<file path="config.mk">
export PLATFORM = sky130hd
export DESIGN_NAME = tcr_core
export DESIGN_NICKNAME = d
export VERILOG_FILES = /design/src/design/tcr_pkg.sv /design/src/design/tcr_core.sv
export SDC_FILE = /design/constraint.sdc
export NUM_CORES = 1
export LEC_CHECK = 0
export ABC_AREA = 1
export BUFFER_PORTS_ARGS = -buffer_cell sky130_fd_sc_hd__buf_2
export CAP_MARGIN = 20
export CORE_UTILIZATION = 54
export DETAILED_ROUTE_END_ITERATION = 6
export MAX_ROUTING_LAYER = met4
export PLACE_DENSITY = 0.85
export SLEW_MARGIN = 20
export SYNTH_ARGS = -nofsm -noshare
export SYNTH_HDL_FRONTEND = slang
export SYNTH_SLANG_ARGS = --single-unit
</file>
<file path="constraint.sdc">
create_clock -name pclk -period 2.43 [get_ports pclk]
set_input_delay 0.486 -clock pclk [delete_from_list [all_inputs] [get_ports pclk]]
set_output_delay 0.486 -clock pclk [all_outputs]
set_load 0.05 [all_outputs]
</file>
<file path="src/design/tcr_pkg.sv">
package tcr_pkg;

    ////////////////////////////////////////////////////////////////////////////////
    // Bus and register map
    localparam int unsigned TCR_DATA_W = 32;
    localparam int unsigned TCR_COUNT_W = 8;
    localparam logic [7:0] TCR_OFF_CONTROL = 8'h00;
    localparam logic [7:0] TCR_OFF_COUNTER = 8'h04;
    localparam logic [7:0] TCR_OFF_COMPARE = 8'h08;
    localparam logic [7:0] TCR_OFF_MASK = 8'h0C;
    localparam logic [7:0] TCR_OFF_FLAGS = 8'h10;

    ////////////////////////////////////////////////////////////////////////////////
    // Reset values
    localparam logic [7:0] TCR_CONTROL_RESET = 8'h00;
    localparam logic [7:0] TCR_COUNTER_RESET = 8'h00;
    localparam logic [7:0] TCR_COMPARE_RESET = 8'h00;
    localparam logic [1:0] TCR_MASK_RESET = 2'h0;
    localparam logic [1:0] TCR_FLAGS_RESET = 2'h0;

    ////////////////////////////////////////////////////////////////////////////////
    // Field positions of mask, flag and control registers
    localparam int unsigned TCR_OVF_BIT = 1;
    localparam int unsigned TCR_CMP_BIT = 0;
    localparam int unsigned TCR_FORCE_BIT = 7;
    localparam int unsigned TCR_COM_LSB = 4;

    // Control register layout, bit 7 down to bit 0
    typedef struct packed {
        logic force_compare_strobe;
        logic waveform_mode_lo;
        logic [1:0] compare_output_mode;
        logic waveform_mode_hi;
        logic [2:0] clock_source_select;
    } tcr_ctrl_t;

    ////////////////////////////////////////////////////////////////////////////////
    // Waveform modes
    localparam logic [1:0] TCR_WGM_NORMAL = 2'h0;
    localparam logic [1:0] TCR_WGM_PHASE_PWM = 2'h1;
    localparam logic [1:0] TCR_WGM_CLEAR_ON_MATCH = 2'h2;
    localparam logic [1:0] TCR_WGM_FAST_PWM = 2'h3;
    localparam logic [7:0] TCR_MAX = 8'hFF;
    localparam logic [7:0] TCR_BOTTOM = 8'h00;

    // Compare output modes
    localparam logic [1:0] TCR_COM_OFF = 2'h0;
    localparam logic [1:0] TCR_COM_TOGGLE = 2'h1;
    localparam logic [1:0] TCR_COM_CLEAR = 2'h2;
    localparam logic [1:0] TCR_COM_SET = 2'h3;

    // Clock sources and prescaler tap widths (log2 of divisor)
    localparam logic [2:0] TCR_CS_STOP = 3'h0;
    localparam logic [2:0] TCR_CS_EXT_RISE = 3'h7;
    localparam int unsigned TCR_TAP8_W = 3;
    localparam int unsigned TCR_TAP64_W = 6;
    localparam int unsigned TCR_TAP256_W = 8;
    localparam int unsigned TCR_TAP1024_W = 10;

    ////////////////////////////////////////////////////////////////////////////////
    // Count direction in phase correct mode
    typedef enum logic {TCR_DIR_UP, TCR_DIR_DOWN} tcr_dir_t;

    // Pin and interrupt carriers
    typedef struct packed {
        logic value;
        logic override;
    } tcr_pin_t;

    typedef struct packed {
        logic overflow_req;
        logic compare_req;
    } tcr_irq_t;

endpackage

</file>
<file path="src/design/tcr_core.sv">
// Local design decisions: the register offsets and the APB slave port.
`timescale 1ns/1ps

module tcr_core #(
    parameter int unsigned PRESCALE_W = 10,
    parameter int unsigned ADDR_W = 8
) (
    // Clock, reset and freeze
    input wire logic pclk,
    input wire logic presetn,
    input wire logic clk_en,
    // APB slave
    input wire logic psel,
    input wire logic penable,
    input wire logic pwrite,
    input wire logic [ADDR_W-1:0] paddr,
    input wire logic [tcr_pkg::TCR_DATA_W-1:0] pwdata,
    output logic [tcr_pkg::TCR_DATA_W-1:0] prdata,
    output logic pready,
    output logic pslverr,
    // Timer pins
    input wire logic external_count_pin,
    output tcr_pkg::tcr_pin_t compare_output_pin,
    // Processor interrupt side
    input wire logic overflow_vector_ack,
    input wire logic compare_vector_ack,
    output tcr_pkg::tcr_irq_t irq
);
    import tcr_pkg::*;

    if (PRESCALE_W < TCR_TAP1024_W)
    begin : g_bad_prescale
        $error("PRESCALE_W must cover the divide-by-1024 tap");
    end
    if (ADDR_W < 8)
    begin : g_bad_addr
        $error("ADDR_W must reach every register offset");
    end

    ////////////////////////////////////////////////////////////////////////////////
    // State
    tcr_ctrl_t ctrl_reg;
    logic [7:0] cnt_reg;
    logic [7:0] cnt_next;
    logic [7:0] cmp_buf_reg;
    logic [7:0] cmp_active_reg;
    logic [7:0] cmp_active_next;
    logic [1:0] mask_reg;
    logic [1:0] flag_reg;
    tcr_dir_t dir_reg;
    tcr_dir_t dir_next;
    logic block_reg;
    logic oc_reg;
    logic oc_next;
    logic ovf_evt;
    logic [PRESCALE_W-1:0] pre_reg;
    logic ext_prev_reg;
    logic rd_loaded_reg;
    logic [TCR_DATA_W-1:0] prdata_reg;

    ////////////////////////////////////////////////////////////////////////////////
    // APB decode; reads are sampled in the setup cycle so prdata comes from a flop
    wire logic sel_ctrl = paddr == ADDR_W'(TCR_OFF_CONTROL);
    wire logic sel_cnt = paddr == ADDR_W'(TCR_OFF_COUNTER);
    wire logic sel_cmp = paddr == ADDR_W'(TCR_OFF_COMPARE);
    wire logic sel_mask = paddr == ADDR_W'(TCR_OFF_MASK);
    wire logic sel_flag = paddr == ADDR_W'(TCR_OFF_FLAGS);
    wire logic mapped = sel_ctrl | sel_cnt | sel_cmp | sel_mask | sel_flag;
    wire logic rd_load = clk_en & psel & ~pwrite & ~rd_loaded_reg;
    wire logic wr_go = psel & penable & pwrite & clk_en;
    wire logic wr_ctrl = wr_go & sel_ctrl;
    wire logic wr_cnt = wr_go & sel_cnt;
    wire logic wr_cmp = wr_go & sel_cmp;
    wire logic wr_mask = wr_go & sel_mask;
    wire logic wr_flag = wr_go & sel_flag;
    wire tcr_ctrl_t wctrl = tcr_ctrl_t'(pwdata[7:0]);
    wire logic [7:0] rd_byte = sel_ctrl ? ctrl_reg :
                               sel_cnt ? cnt_reg :
                               sel_cmp ? cmp_buf_reg :
                               sel_mask ? {6'h00, mask_reg} :
                               sel_flag ? {6'h00, flag_reg} : 8'h00;

    assign pready = psel & penable & clk_en & (pwrite | rd_loaded_reg);
    assign pslverr = pready & ~mapped;
    assign prdata = prdata_reg;

    ////////////////////////////////////////////////////////////////////////////////
    // Mode decode
    wire logic [1:0] waveform_mode_bits = {ctrl_reg.waveform_mode_hi, ctrl_reg.waveform_mode_lo};
    wire logic [1:0] compare_output_mode = ctrl_reg.compare_output_mode;
    wire logic [2:0] clock_source_select = ctrl_reg.clock_source_select;
    wire logic mode_phase = waveform_mode_bits == TCR_WGM_PHASE_PWM;
    wire logic mode_fast = waveform_mode_bits == TCR_WGM_FAST_PWM;
    wire logic mode_pwm = mode_phase | mode_fast;
    wire logic wr_mode_pwm = wctrl.waveform_mode_lo;
    // TOP is the compare value only in clear-on-match mode
    wire logic [7:0] top_value = (waveform_mode_bits == TCR_WGM_CLEAR_ON_MATCH) ? cmp_active_reg : TCR_MAX;

    ////////////////////////////////////////////////////////////////////////////////
    // Clock source; the pin is sampled whatever its direction, so software may drive it
    wire logic ext_rise = external_count_pin & ~ext_prev_reg;
    wire logic ext_fall = ~external_count_pin & ext_prev_reg;
    wire logic tap8 = &pre_reg[TCR_TAP8_W-1:0];
    wire logic tap64 = &pre_reg[TCR_TAP64_W-1:0];
    wire logic tap256 = &pre_reg[TCR_TAP256_W-1:0];
    wire logic tap1024 = &pre_reg[TCR_TAP1024_W-1:0];
    wire logic [7:0] tick_choice = {ext_rise, ext_fall, tap1024, tap256, tap64, tap8, 1'b1, 1'b0};
    wire logic tick = clk_en & tick_choice[clock_source_select];

    ////////////////////////////////////////////////////////////////////////////////
    // Compare events
    wire logic at_max = tick & (cnt_reg == TCR_MAX);
    wire logic match_evt = tick & (cnt_reg == cmp_active_reg) & ~block_reg;
    wire logic force_evt = wr_ctrl & wctrl.force_compare_strobe & ~wr_mode_pwm;
    wire logic pwm_special = compare_output_mode[1] & (cmp_active_reg == TCR_MAX);
    wire logic pwm_top_act = mode_pwm & compare_output_mode[1] & at_max & (mode_fast | pwm_special);
    // A forced match acts with the output mode being written, never the old one
    wire logic [1:0] act_com = force_evt ? wctrl.compare_output_mode : compare_output_mode;

    ////////////////////////////////////////////////////////////////////////////////
    // Counter sequence
    always_comb
    begin
        cnt_next = cnt_reg;
        dir_next = dir_reg;
        ovf_evt = 1'b0;
        if (tick)
        begin
            case (waveform_mode_bits)
                TCR_WGM_PHASE_PWM:
                begin
                    case (dir_reg)
                        TCR_DIR_UP:
                        begin
                            if (cnt_reg == TCR_MAX)
                            begin
                                cnt_next = cnt_reg - 8'h01;
                                dir_next = TCR_DIR_DOWN;
                            end
                            else
                            begin
                                cnt_next = cnt_reg + 8'h01;
                            end
                        end
                        TCR_DIR_DOWN:
                        begin
                            if (cnt_reg == TCR_BOTTOM)
                            begin
                                cnt_next = cnt_reg + 8'h01;
                                dir_next = TCR_DIR_UP;
                                ovf_evt = 1'b1;
                            end
                            else
                            begin
                                cnt_next = cnt_reg - 8'h01;
                            end
                        end
                        default: dir_next = TCR_DIR_UP;
                    endcase
                end
                default:
                begin
                    // Forced matches never reach here, so they cannot clear the counter
                    cnt_next = (cnt_reg == top_value) ? TCR_BOTTOM : cnt_reg + 8'h01;
                    ovf_evt = cnt_reg == TCR_MAX;
                end
            endcase
        end
        if (wr_cnt)
        begin
            cnt_next = pwdata[7:0];
        end
    end

    // Compare buffer: immediate outside PWM, otherwise transferred at TOP
    always_comb
    begin
        cmp_active_next = cmp_active_reg;
        if (!mode_pwm)
        begin
            cmp_active_next = wr_cmp ? pwdata[7:0] : cmp_buf_reg;
        end
        else if (at_max)
        begin
            cmp_active_next = cmp_buf_reg;
        end
    end

    ////////////////////////////////////////////////////////////////////////////////
    // Waveform output
    always_comb
    begin
        oc_next = oc_reg;
        if (!mode_pwm || force_evt)
        begin
            if (match_evt || force_evt)
            begin
                case (act_com)
                    TCR_COM_TOGGLE: oc_next = ~oc_reg;
                    TCR_COM_CLEAR: oc_next = 1'b0;
                    TCR_COM_SET: oc_next = 1'b1;
                    default: oc_next = oc_reg;
                endcase
            end
        end
        else if (compare_output_mode[1])
        begin
            if (pwm_top_act)
            begin
                oc_next = ~compare_output_mode[0];
            end
            else if (match_evt && !pwm_special)
            begin
                // Up-count and fast matches take mode bit 0, down-count matches its inverse
                oc_next = (mode_fast || dir_reg == TCR_DIR_UP) ? compare_output_mode[0] :
                          ~compare_output_mode[0];
            end
        end
    end

    // Pin value stays latched when disconnected so reconnecting shows no glitch
    assign compare_output_pin.value = oc_reg;
    assign compare_output_pin.override = compare_output_mode != TCR_COM_OFF;

    ////////////////////////////////////////////////////////////////////////////////
    // Registers
    always_ff @(posedge pclk or negedge presetn)
    begin
        if (!presetn)
        begin
            ctrl_reg <= tcr_ctrl_t'(TCR_CONTROL_RESET);
            mask_reg <= TCR_MASK_RESET;
            cnt_reg <= TCR_COUNTER_RESET;
            cmp_buf_reg <= TCR_COMPARE_RESET;
            cmp_active_reg <= TCR_COMPARE_RESET;
            dir_reg <= TCR_DIR_UP;
            block_reg <= 1'b0;
            oc_reg <= 1'b0;
        end
        else if (clk_en)
        begin
            if (wr_ctrl)
            begin
                ctrl_reg <= {1'b0, wctrl[TCR_FORCE_BIT-1:0]};
            end
            if (wr_mask)
            begin
                mask_reg <= pwdata[1:0];
            end
            if (wr_cmp)
            begin
                cmp_buf_reg <= pwdata[7:0];
            end
            cnt_reg <= cnt_next;
            cmp_active_reg <= cmp_active_next;
            dir_reg <= dir_next;
            block_reg <= wr_cnt | (block_reg & ~tick);
            oc_reg <= oc_next;
        end
    end

    always_ff @(posedge pclk or negedge presetn)
    begin
        if (!presetn)
        begin
            pre_reg <= '0;
            ext_prev_reg <= 1'b0;
            rd_loaded_reg <= 1'b0;
            prdata_reg <= '0;
        end
        else if (clk_en)
        begin
            pre_reg <= pre_reg + PRESCALE_W'(1);
            ext_prev_reg <= external_count_pin;
            rd_loaded_reg <= pready ? 1'b0 : (rd_loaded_reg | rd_load);
            if (rd_load)
            begin
                prdata_reg <= TCR_DATA_W'(rd_byte);
            end
        end
    end

    ////////////////////////////////////////////////////////////////////////////////
    // Flags: hardware set wins over vector or write-one clear
    wire logic [1:0] flag_set = {ovf_evt, match_evt};
    wire logic [1:0] flag_ack = {overflow_vector_ack, compare_vector_ack};
    wire logic [1:0] flag_w1c = wr_flag ? pwdata[1:0] : 2'h0;

    for (genvar gi = 0; gi < 2; gi++)
    begin : g_flag
        always_ff @(posedge pclk or negedge presetn)
        begin
            if (!presetn)
            begin
                flag_reg[gi] <= TCR_FLAGS_RESET[gi];
            end
            else if (clk_en)
            begin
                flag_reg[gi] <= flag_set[gi] | (flag_reg[gi] & ~flag_w1c[gi] & ~flag_ack[gi]);
            end
        end
    end

    // Global enable and vectoring stay with the processor
    assign irq.overflow_req = flag_reg[TCR_OVF_BIT] & mask_reg[TCR_OVF_BIT];
    assign irq.compare_req = flag_reg[TCR_CMP_BIT] & mask_reg[TCR_CMP_BIT];
endmodule

</file>
* After elaboration in Yosys (flattened, before gate mapping) *
Cells that the tools add are included.

word-level totals
  bits in latches = 0
  logic and storage cells = 155
  memory bits (read-only) = 0
  bits in writable memories = 0
  output and inout bits = 38
  bits of input ports = 49
  flip-flop bits (word level) = 58
  memories = 0

operators by class
  reductions and logical operators = 23
  order comparisons = 1
  equality and inequality tests = 17
  divide/modulo/power cells = 0
  add/subtract/negate cells = 3
  shift-type cells = 0
  multiplexer cells = 35
  $mul = 0
  bitwise operators = 59

operator list
  cell                                                                   number
  8-bit two-way mux                                                      13
  1-bit AND                                                              33
  8-bit by 4-bit equality test with 1-bit output, second input constant  2
  8-bit equality test                                                    2
  8-bit equality test, second input constant                             2
  8-bit logical NOT                                                      2
  8-bit one-hot mux with 2 select lines                                  1
  1-bit NOT                                                              15
  1-bit two-way mux                                                      14
  1-bit OR                                                               11
  10-bit by 1-bit adder with 10-bit output, second input constant        1
  10-bit AND reduction                                                   1
  2-bit AND reduction                                                    5
  8-bit by 1-bit adder with 8-bit output, second input constant          1
  2-bit equality test, second input constant                             4
  8-bit by 3-bit equality test with 1-bit output, second input constant  1
  8-bit by 5-bit equality test with 1-bit output, second input constant  1
  2-bit two-way mux                                                      4
  8-bit AND reduction                                                    1
  8-bit by 1-bit subtractor with 8-bit output, second input constant     1
  3-bit AND reduction                                                    2
  6-bit AND reduction                                                    1
  2-bit nonzero test                                                     3
  5-bit AND reduction                                                    1
  other kinds (11)                                                       16

* Longest topological paths before layout *
Gate-level depths: netlist of run 1.

  depth in word-level cells = 12
  depth in mapped cells = 16
  gate-level depth less buffers = 15

* Worst setup path before layout of run 1 *
No wires, ideal clock.

  kind = input port to output port
  start point = input clk_en
  end point = output pslverr
  data required time = 1,944 ps
  cell stages on the path = 5
  path slack = -457 ps
  data arrival time = 2,401 ps
  path through = buf_2 -> nand2_1 -> inv_2 -> nand2_1 -> nor4_1

between the ends
  longest elaborated chain between the ends = 3

RTL lines
  item                     line            source
  from (decl)              tcr_core.sv:11  input wire logic clk_en,
  1-bit AND (2 in series)  tcr_core.sv:83  assign pready = psel & penable & clk_en & (pwrite | rd_loaded_reg);
  1-bit AND                tcr_core.sv:84  assign pslverr = pready & ~mapped;
  to (decl)                tcr_core.sv:20  output logic pslverr,

Every way passes these cells.

* Worst setup path in the final report of run 1 *
  start point = register ctrl_reg[6] (netlist bit)
  end point = register cnt_reg[7]

between the ends
  longest elaborated chain between the ends = 7
  elaborated cells between the ends (all ways) = 8
  classes of those cells = eq/ne (3); mux (5)

RTL lines
  item                    line             source
  from (decl)             tcr_core.sv:42   tcr_ctrl_t ctrl_reg;
  from (signal assigned)  tcr_core.sv:231  ctrl_reg <= tcr_ctrl_t'(TCR_CONTROL_RESET);
  from (signal assigned)  tcr_core.sv:244  ctrl_reg <= {1'b0, wctrl[TCR_FORCE_BIT-1:0]};
  2-bit equality test     tcr_core.sv:97   wire logic [7:0] top_value = (waveform_mode_bits == TCR_WGM_CLEAR_ON_MATCH) ? cmp_active_reg : TCR_MAX;
  8-bit two-way mux       tcr_core.sv:97
  8-bit equality test     tcr_core.sv:164  cnt_next = (cnt_reg == top_value) ? TCR_BOTTOM : cnt_reg + 8'h01;
  8-bit two-way mux       tcr_core.sv:164
  8-bit two-way mux (*)   tcr_core.sv:129  case (waveform_mode_bits)
  8-bit two-way mux (*)   tcr_core.sv:127  if (tick)
  8-bit two-way mux (*)   tcr_core.sv:169  if (wr_cnt)
  to (signal assigned)    tcr_core.sv:254  cnt_reg <= cnt_next;
  to (decl)               tcr_core.sv:43   logic [7:0] cnt_reg;

Every way passes the cells marked *; elsewhere a longest branch is shown, timed or not. The select of a mux whose other input is x is not followed.
A chain may end at the register's enable or synchronous reset.

==> results of run 1 <==
-- cell families (layout without fill, tap and decap cells) --
group / Yosys count / after routing / synth area share
multiplexers: 3 / 3 / 0.00798
buffers and inverters: 103 / 134 / 0.126
AO/OA/AOI/OAI: 97 / 97 / 0.143
adder cells (fa/ha/maj): 6 / 6 / 0.0184
XOR/XNOR: 17 / 17 / 0.0365
flip-flops: 58 / 58 / 0.356
other: 1 / 24 / 0.000920
AND/OR/NAND/NOR: 257 / 257 / 0.311
-- through the flow --
stage / util / hold slack (ns)
finish: 0.625 / 0.180
CTS: 0.625 / 0.204
detailed placement: 0.594 / 0.465
global route: 0.625 / 0.229
global placement: 0.594 / 0.456
floorplan: - / 0.190
-- worst max path at each step --
stage / slack, ns / start / to / cells after the start
final: 0.29 / ctrl_reg[6] / cnt_reg[7] / 10
after global routing: 0.14 / ctrl_reg[6] / cnt_reg[7] / 10
after CTS: 0.36 / ctrl_reg[6] / cnt_reg[7] / 10
after detailed placement: 0.04 / paddr[5] / oc_reg / 15
after global placement: 0.14 / paddr[1] / oc_reg / 15
after floorplan: 0.11 / clk_en / pslverr / 5
-- per-layer routing --
layer / share of wire / wire [microns] / vias up / track usage
met3: 0.089 / 935 / 29 / 0.0665
li1: - / - / 1823 / -
met2: 0.47 / 4930 / 202 / 0.476
met1: 0.42 / 4400 / 1818 / 0.387
met4: 0.027 / 287 / 0 / 0.129
met5: 0 / 0 / - / -
-- area by class of cell --
type | count | area (sq um) | area share
clock buffer | 10 | 138 | 0.0302
multi-input combinational | 404 | 2200 | 0.484
clock inverter | 6 | 90.1 | 0.0198
inverter | 69 | 264 | 0.0580
timing repair buffer | 49 | 285 | 0.0626
tap | 99 | 124 | 0.0272
sequential | 58 | 1450 | 0.319
-- report_power, final --
group / internal, W / leakage [nW] / switching (W) / total, W
registers: 0.00110 / 0.673 / 0.000136 / 0.00123
clock network: 0.000606 / 0.112 / 0.000420 / 0.00103
logic: 0.000272 / 1.51 / 0.000534 / 0.000806
-- placed cells by master (no fill, tap or decap), types with 4 or more instances in the layout --
master,count
buf_4,10
nor2_2,8
o31ai_1,4
xnor2_1,5
nor3_1,4
nand2_1,125
nand2_2,7
inv_2,10
o21ai_1,6
a21oi_1,15
o21ai_2,7
nor2_4,6
a21oi_2,4
xor2_1,12
o21ai_0,43
inv_1,57
clkbuf_8,10
buf_2,38
nor2_1,40
nand3_1,36
ha_1,6
nand4_1,13
dfrtp_1,58
nand3b_1,6
conb_1,24
a31oi_1,6
==> metrics.txt, run 1 <==
outcome=complete, no violations; CP max-delay cell=dfrtp_1; grt ovf=0; Hold Path Class=input pin to asynchronous set/reset pin; slew margin rel.=0.534; CTS tree=yes; vias in the first global route=3673; Hold Vio Cnt, Final=0; number of CTS-inserted buffers=9; top cell type's share of synthesized area=0.356; final worst setup slack=0.291 ns; flops & latches, synth=58; CP Class=flop to flop; htree depth=3; Worst Path Arrival=2.38 ns; layout cells sized above 1=0.210; Reg2Reg Launch Point=ctrl_reg[6]; Initial DRC Count=around 280; CTS Sinks=58; Reg2Reg Depth=10; P_leak=2.30 nW; Seq/Total Area, Yosys=0.356; Worst-path clk slew=roughly 0.07 ns; count of final max-slew check failures=0; DPL Wire Length=8050 microns; Design Area, Final=between 4000 and 5000 sq um; first-pass GRT wire length=17400 microns; Area Overhead vs Synth=11.7%; crit path buf inv count=1; CP startpoint kind=flop; setup TNS=0 ns; number of flops mapped to enable cells by yosys=0; core area=7290 sq um; count of cell types in the netlist=47; worst slew pin tran=approximately 0.7 ns; Power Dens Cells=approximately 670 nW/um^2; clock period minus final worst setup slack=2.14 ns; TritonRoute pass-1 iters=5; max reg flops=10; delay-heaviest family, CP=simple AND/OR/NAND/NOR gates; clk_lat worst skew=0.35 ns; max-cap violation count=0; placed cells=679; largest net degree at the start of global routing=31; die width=88.9 microns; Post-Syn Instances=542; synth cell count leaders=nand2_1 (125), dfrtp_1 (58), inv_1 (57); Chip Height=88.9 microns; Synthesis Warnings=0; worst vdd ir=0.000651 V; clock buffer depth=2; Final #Nets=646; final cell count without fillers=695; routed via count=3872; Detail Route Antenna Nets=0; routability congestion estimate=slightly below 1; gr usage total=0.306; Ports=87; reg2reg setup slack=0.29 ns; # resized after CTS=0; area leader, netlist=dfrtp_1; asr flop ratio synth=1.00; Peak Freq=468 MHz; ant diodes=0; # DRC=0; Setup Buffers After CTS=0; RSZ-0062 raised after global routing=no; Fill cells=652; dpl ws=approximately 0.038 ns; CP Max Fanout=19; Placed Area=4330 sq um; Synth Flop Type=dfrtp_1; Die Area=about 8000 sq um; crit-path max cell delay=0.46 ns; WL per Instance=15.2 microns; most frequent cell after synthesis=nand2_1; Final Skew=0.00822 ns; CTS Root Cell=clkbuf_8; most frequent CP cell=nand2_1; row count=31; r2r endpoint=cnt_reg[7]; CP Data Required Time=2.67 ns; IO buf count=38; # hold bufs at CTS=0; Starting Density=0.559; synthesized area=4080 sq um; Setup crit end kind=flop; initial antenna violation count=0; crit path cell chain=inv_2, nand2_2, o21ai_0, o21ai_0, nor2_1, nand4_1, nand3_1, nand2_1, nand2_1, nand2_1; setup violators final=0; Mean Syn Cell Area=7.52 sq um; post-route total power=0.00307 W; Final Cycle Share=0.880; synth top area cells=dfrtp_1 (36%), nand2_1 (12%), o21ai_0 (5.3%); drt via density=approximately 5.6; WL final=between 10000 and 15000 microns
Note: power is estimated with default switching activity, not from simulation.
==> run 2, diff against run 1 <==
Settings changed: PLACE_DENSITY 0.85 to 0.79.
==> run 2 against run 1 <==
Compared with the run above: combinational power fell by 0.5%; clock power about the same; cell count unchanged; largest power group unchanged; first-iteration DRC count is 44% higher; register-to-register slack barely moved; critical path depth unchanged; clock skew hardly changed; largest cell class unchanged; die area unchanged; core utilization down 0.21 points.
==> metrics.txt, run 2 (synthesized netlist as in run 1, its figures left out) <==
outcome=complete, no violations; Final #Nets=646; CP max-delay cell=dfrtp_1; Setup crit end kind=flop; largest net degree at the start of global routing=59; Final Cycle Share=0.882; WL per Instance=15.4 microns; # hold bufs at CTS=0; CP Data Required Time=2.67 ns; crit-path max cell delay=0.46 ns; CP Class=flop to flop; max-cap violation count=0; # resized after CTS=0; worst slew pin tran=roughly 0.73 ns; Final Util=0.623; initial antenna violation count=0; row count=31; number of CTS-inserted buffers=9; Hold Vio Cnt, Final=0; CP Max Fanout=19; first-pass GRT wire length=17300 microns; P_leak=roughly 2.3 nW; RSZ-0062 raised after global routing=no; slew margin rel.=0.510; most frequent cells in the layout=nand2_1 (125), dfrtp_1 (58), inv_1 (57); Initial DRC Count=roughly 400; Design Area, Final=4540 sq um; multi-input logic area=2200 sq um; routability congestion estimate=just under 1; clock period minus final worst setup slack=2.14 ns; Die Area=7900 sq um; Worst Path Arrival=2.38 ns; ant diodes=0; max reg flops=10; Worst-path clk slew=0.08 ns; worst vdd ir=0.000503 V; Final Skew=0.00788 ns; Power Dens Cells=between 600 and 700 nW/um^2; Fill cells=~670; commonest non-fill, non-tap cell in the layout=nand2_1; setup TNS=0 ns; Setup Buffers After CTS=0; grt ovf=0; Chip Height=88.9 microns; htree depth=3; CTS tree=yes; WL final=about 11000 microns; Hold Path Class=input pin to asynchronous set/reset pin; FF/Latch Area=1450 sq um; CTS Root Cell=clkbuf_8; crit path cell chain=inv_2, nand2_2, o21ai_0, o21ai_0, nor2_1, nand4_1, nand3_1, nand2_1, nand2_1, nand2_1; Placed Area=about 4300 sq um; die width=about 89 microns; Detail Route Antenna Nets=0; vias in the first global route=3499; clk_lat worst skew=0.35 ns; Ports=87; # DRC=0; drt via density=5.53; layout cells sized above 1=0.210; Peak Freq=467 MHz; DPL Wire Length=8090 microns; setup violators final=0; Area Overhead vs Synth=11.4%; gr usage total=0.308; clock buffer depth=2; most frequent CP cell=nand2_1; core area=7290 sq um; Starting Density=0.559; CP startpoint kind=flop; IO buf count=38; CTS Sinks=a little under 60; routed via count=3846; TritonRoute pass-1 iters=5; count of final max-slew check failures=0
==> run 2: changes by cell type in the layout (fill, tap and decap cells not counted), sizes merged <==
cell	previous run	this run
clkinv	5	3
inv	67	69
clkbuf	10	9
clkinvlp	1	2
==> run 2: layout make-up <==
type | instances | share of cell area
well taps | 99 | 0.0273
inverters | 69 | 0.0581
multi-input cells | 404 | 0.485
flip-flops and latches | 58 | 0.320
repair buffers | 49 | 0.0601
clock buffers | 9 | 0.0273
clock inverters | 7 | 0.0223
==> run 2: stage by stage <==
step | hold slack (ns) | total power [W] | setup WS [ns] | instances
after floorplan | 0.190 | 0.00187 | 0.113 | 565
after global placement | 0.455 | 0.00202 | 0.130 | 679
after detailed placement | 0.469 | 0.00205 | 0.0707 | 679
after CTS | 0.303 | 0.00308 | 0.374 | 695
after global routing | 0.348 | 0.00324 | 0.157 | 695
final | 0.256 | 0.00307 | 0.287 | 695
==> run 2: critical path, delay by kind of cell (launching register included) <==
family / cells / cell delay (ns)
compound gates: 2 / 0.30
buf+inv: 1 / 0.30
flops: 1 / 0.46
simple gates: 7 / 0.96
==> run 2: path summary, 6_finish.rpt <==
check,start,end,slack [ns],depth (start not counted)
max,ctrl_reg[6],cnt_reg[4],0.29,10
min,presetn,mask_reg[0],0.26,2
max reg2reg,ctrl_reg[6],cnt_reg[4],0.29,10
min reg2reg,rd_loaded_reg,rd_loaded_reg,0.49,2
max in group asynchronous,presetn,cnt_reg[6],1.66,2
min in group pclk,external_count_pin,ext_prev_reg,0.39,3
==> run 2: layer usage <==
layer / share of wire / up-vias / GRT usage
met2: 0.46 / 188 / 0.480
met1: 0.43 / 1789 / 0.388
met3: 0.083 / 37 / 0.0646
met4: 0.030 / 0 / 0.133
met5: 0 / - / -
li1: - / 1832 / -
==> run 2: power by group <==
group          switching (W)  total, W  internal [W]  leakage, nW
Combinational       0.000530  0.000802      0.000272         1.51
Sequential          0.000148   0.00125       0.00110        0.673
Clock               0.000440   0.00102      0.000585        0.106
Total                0.00112   0.00307       0.00195         2.29
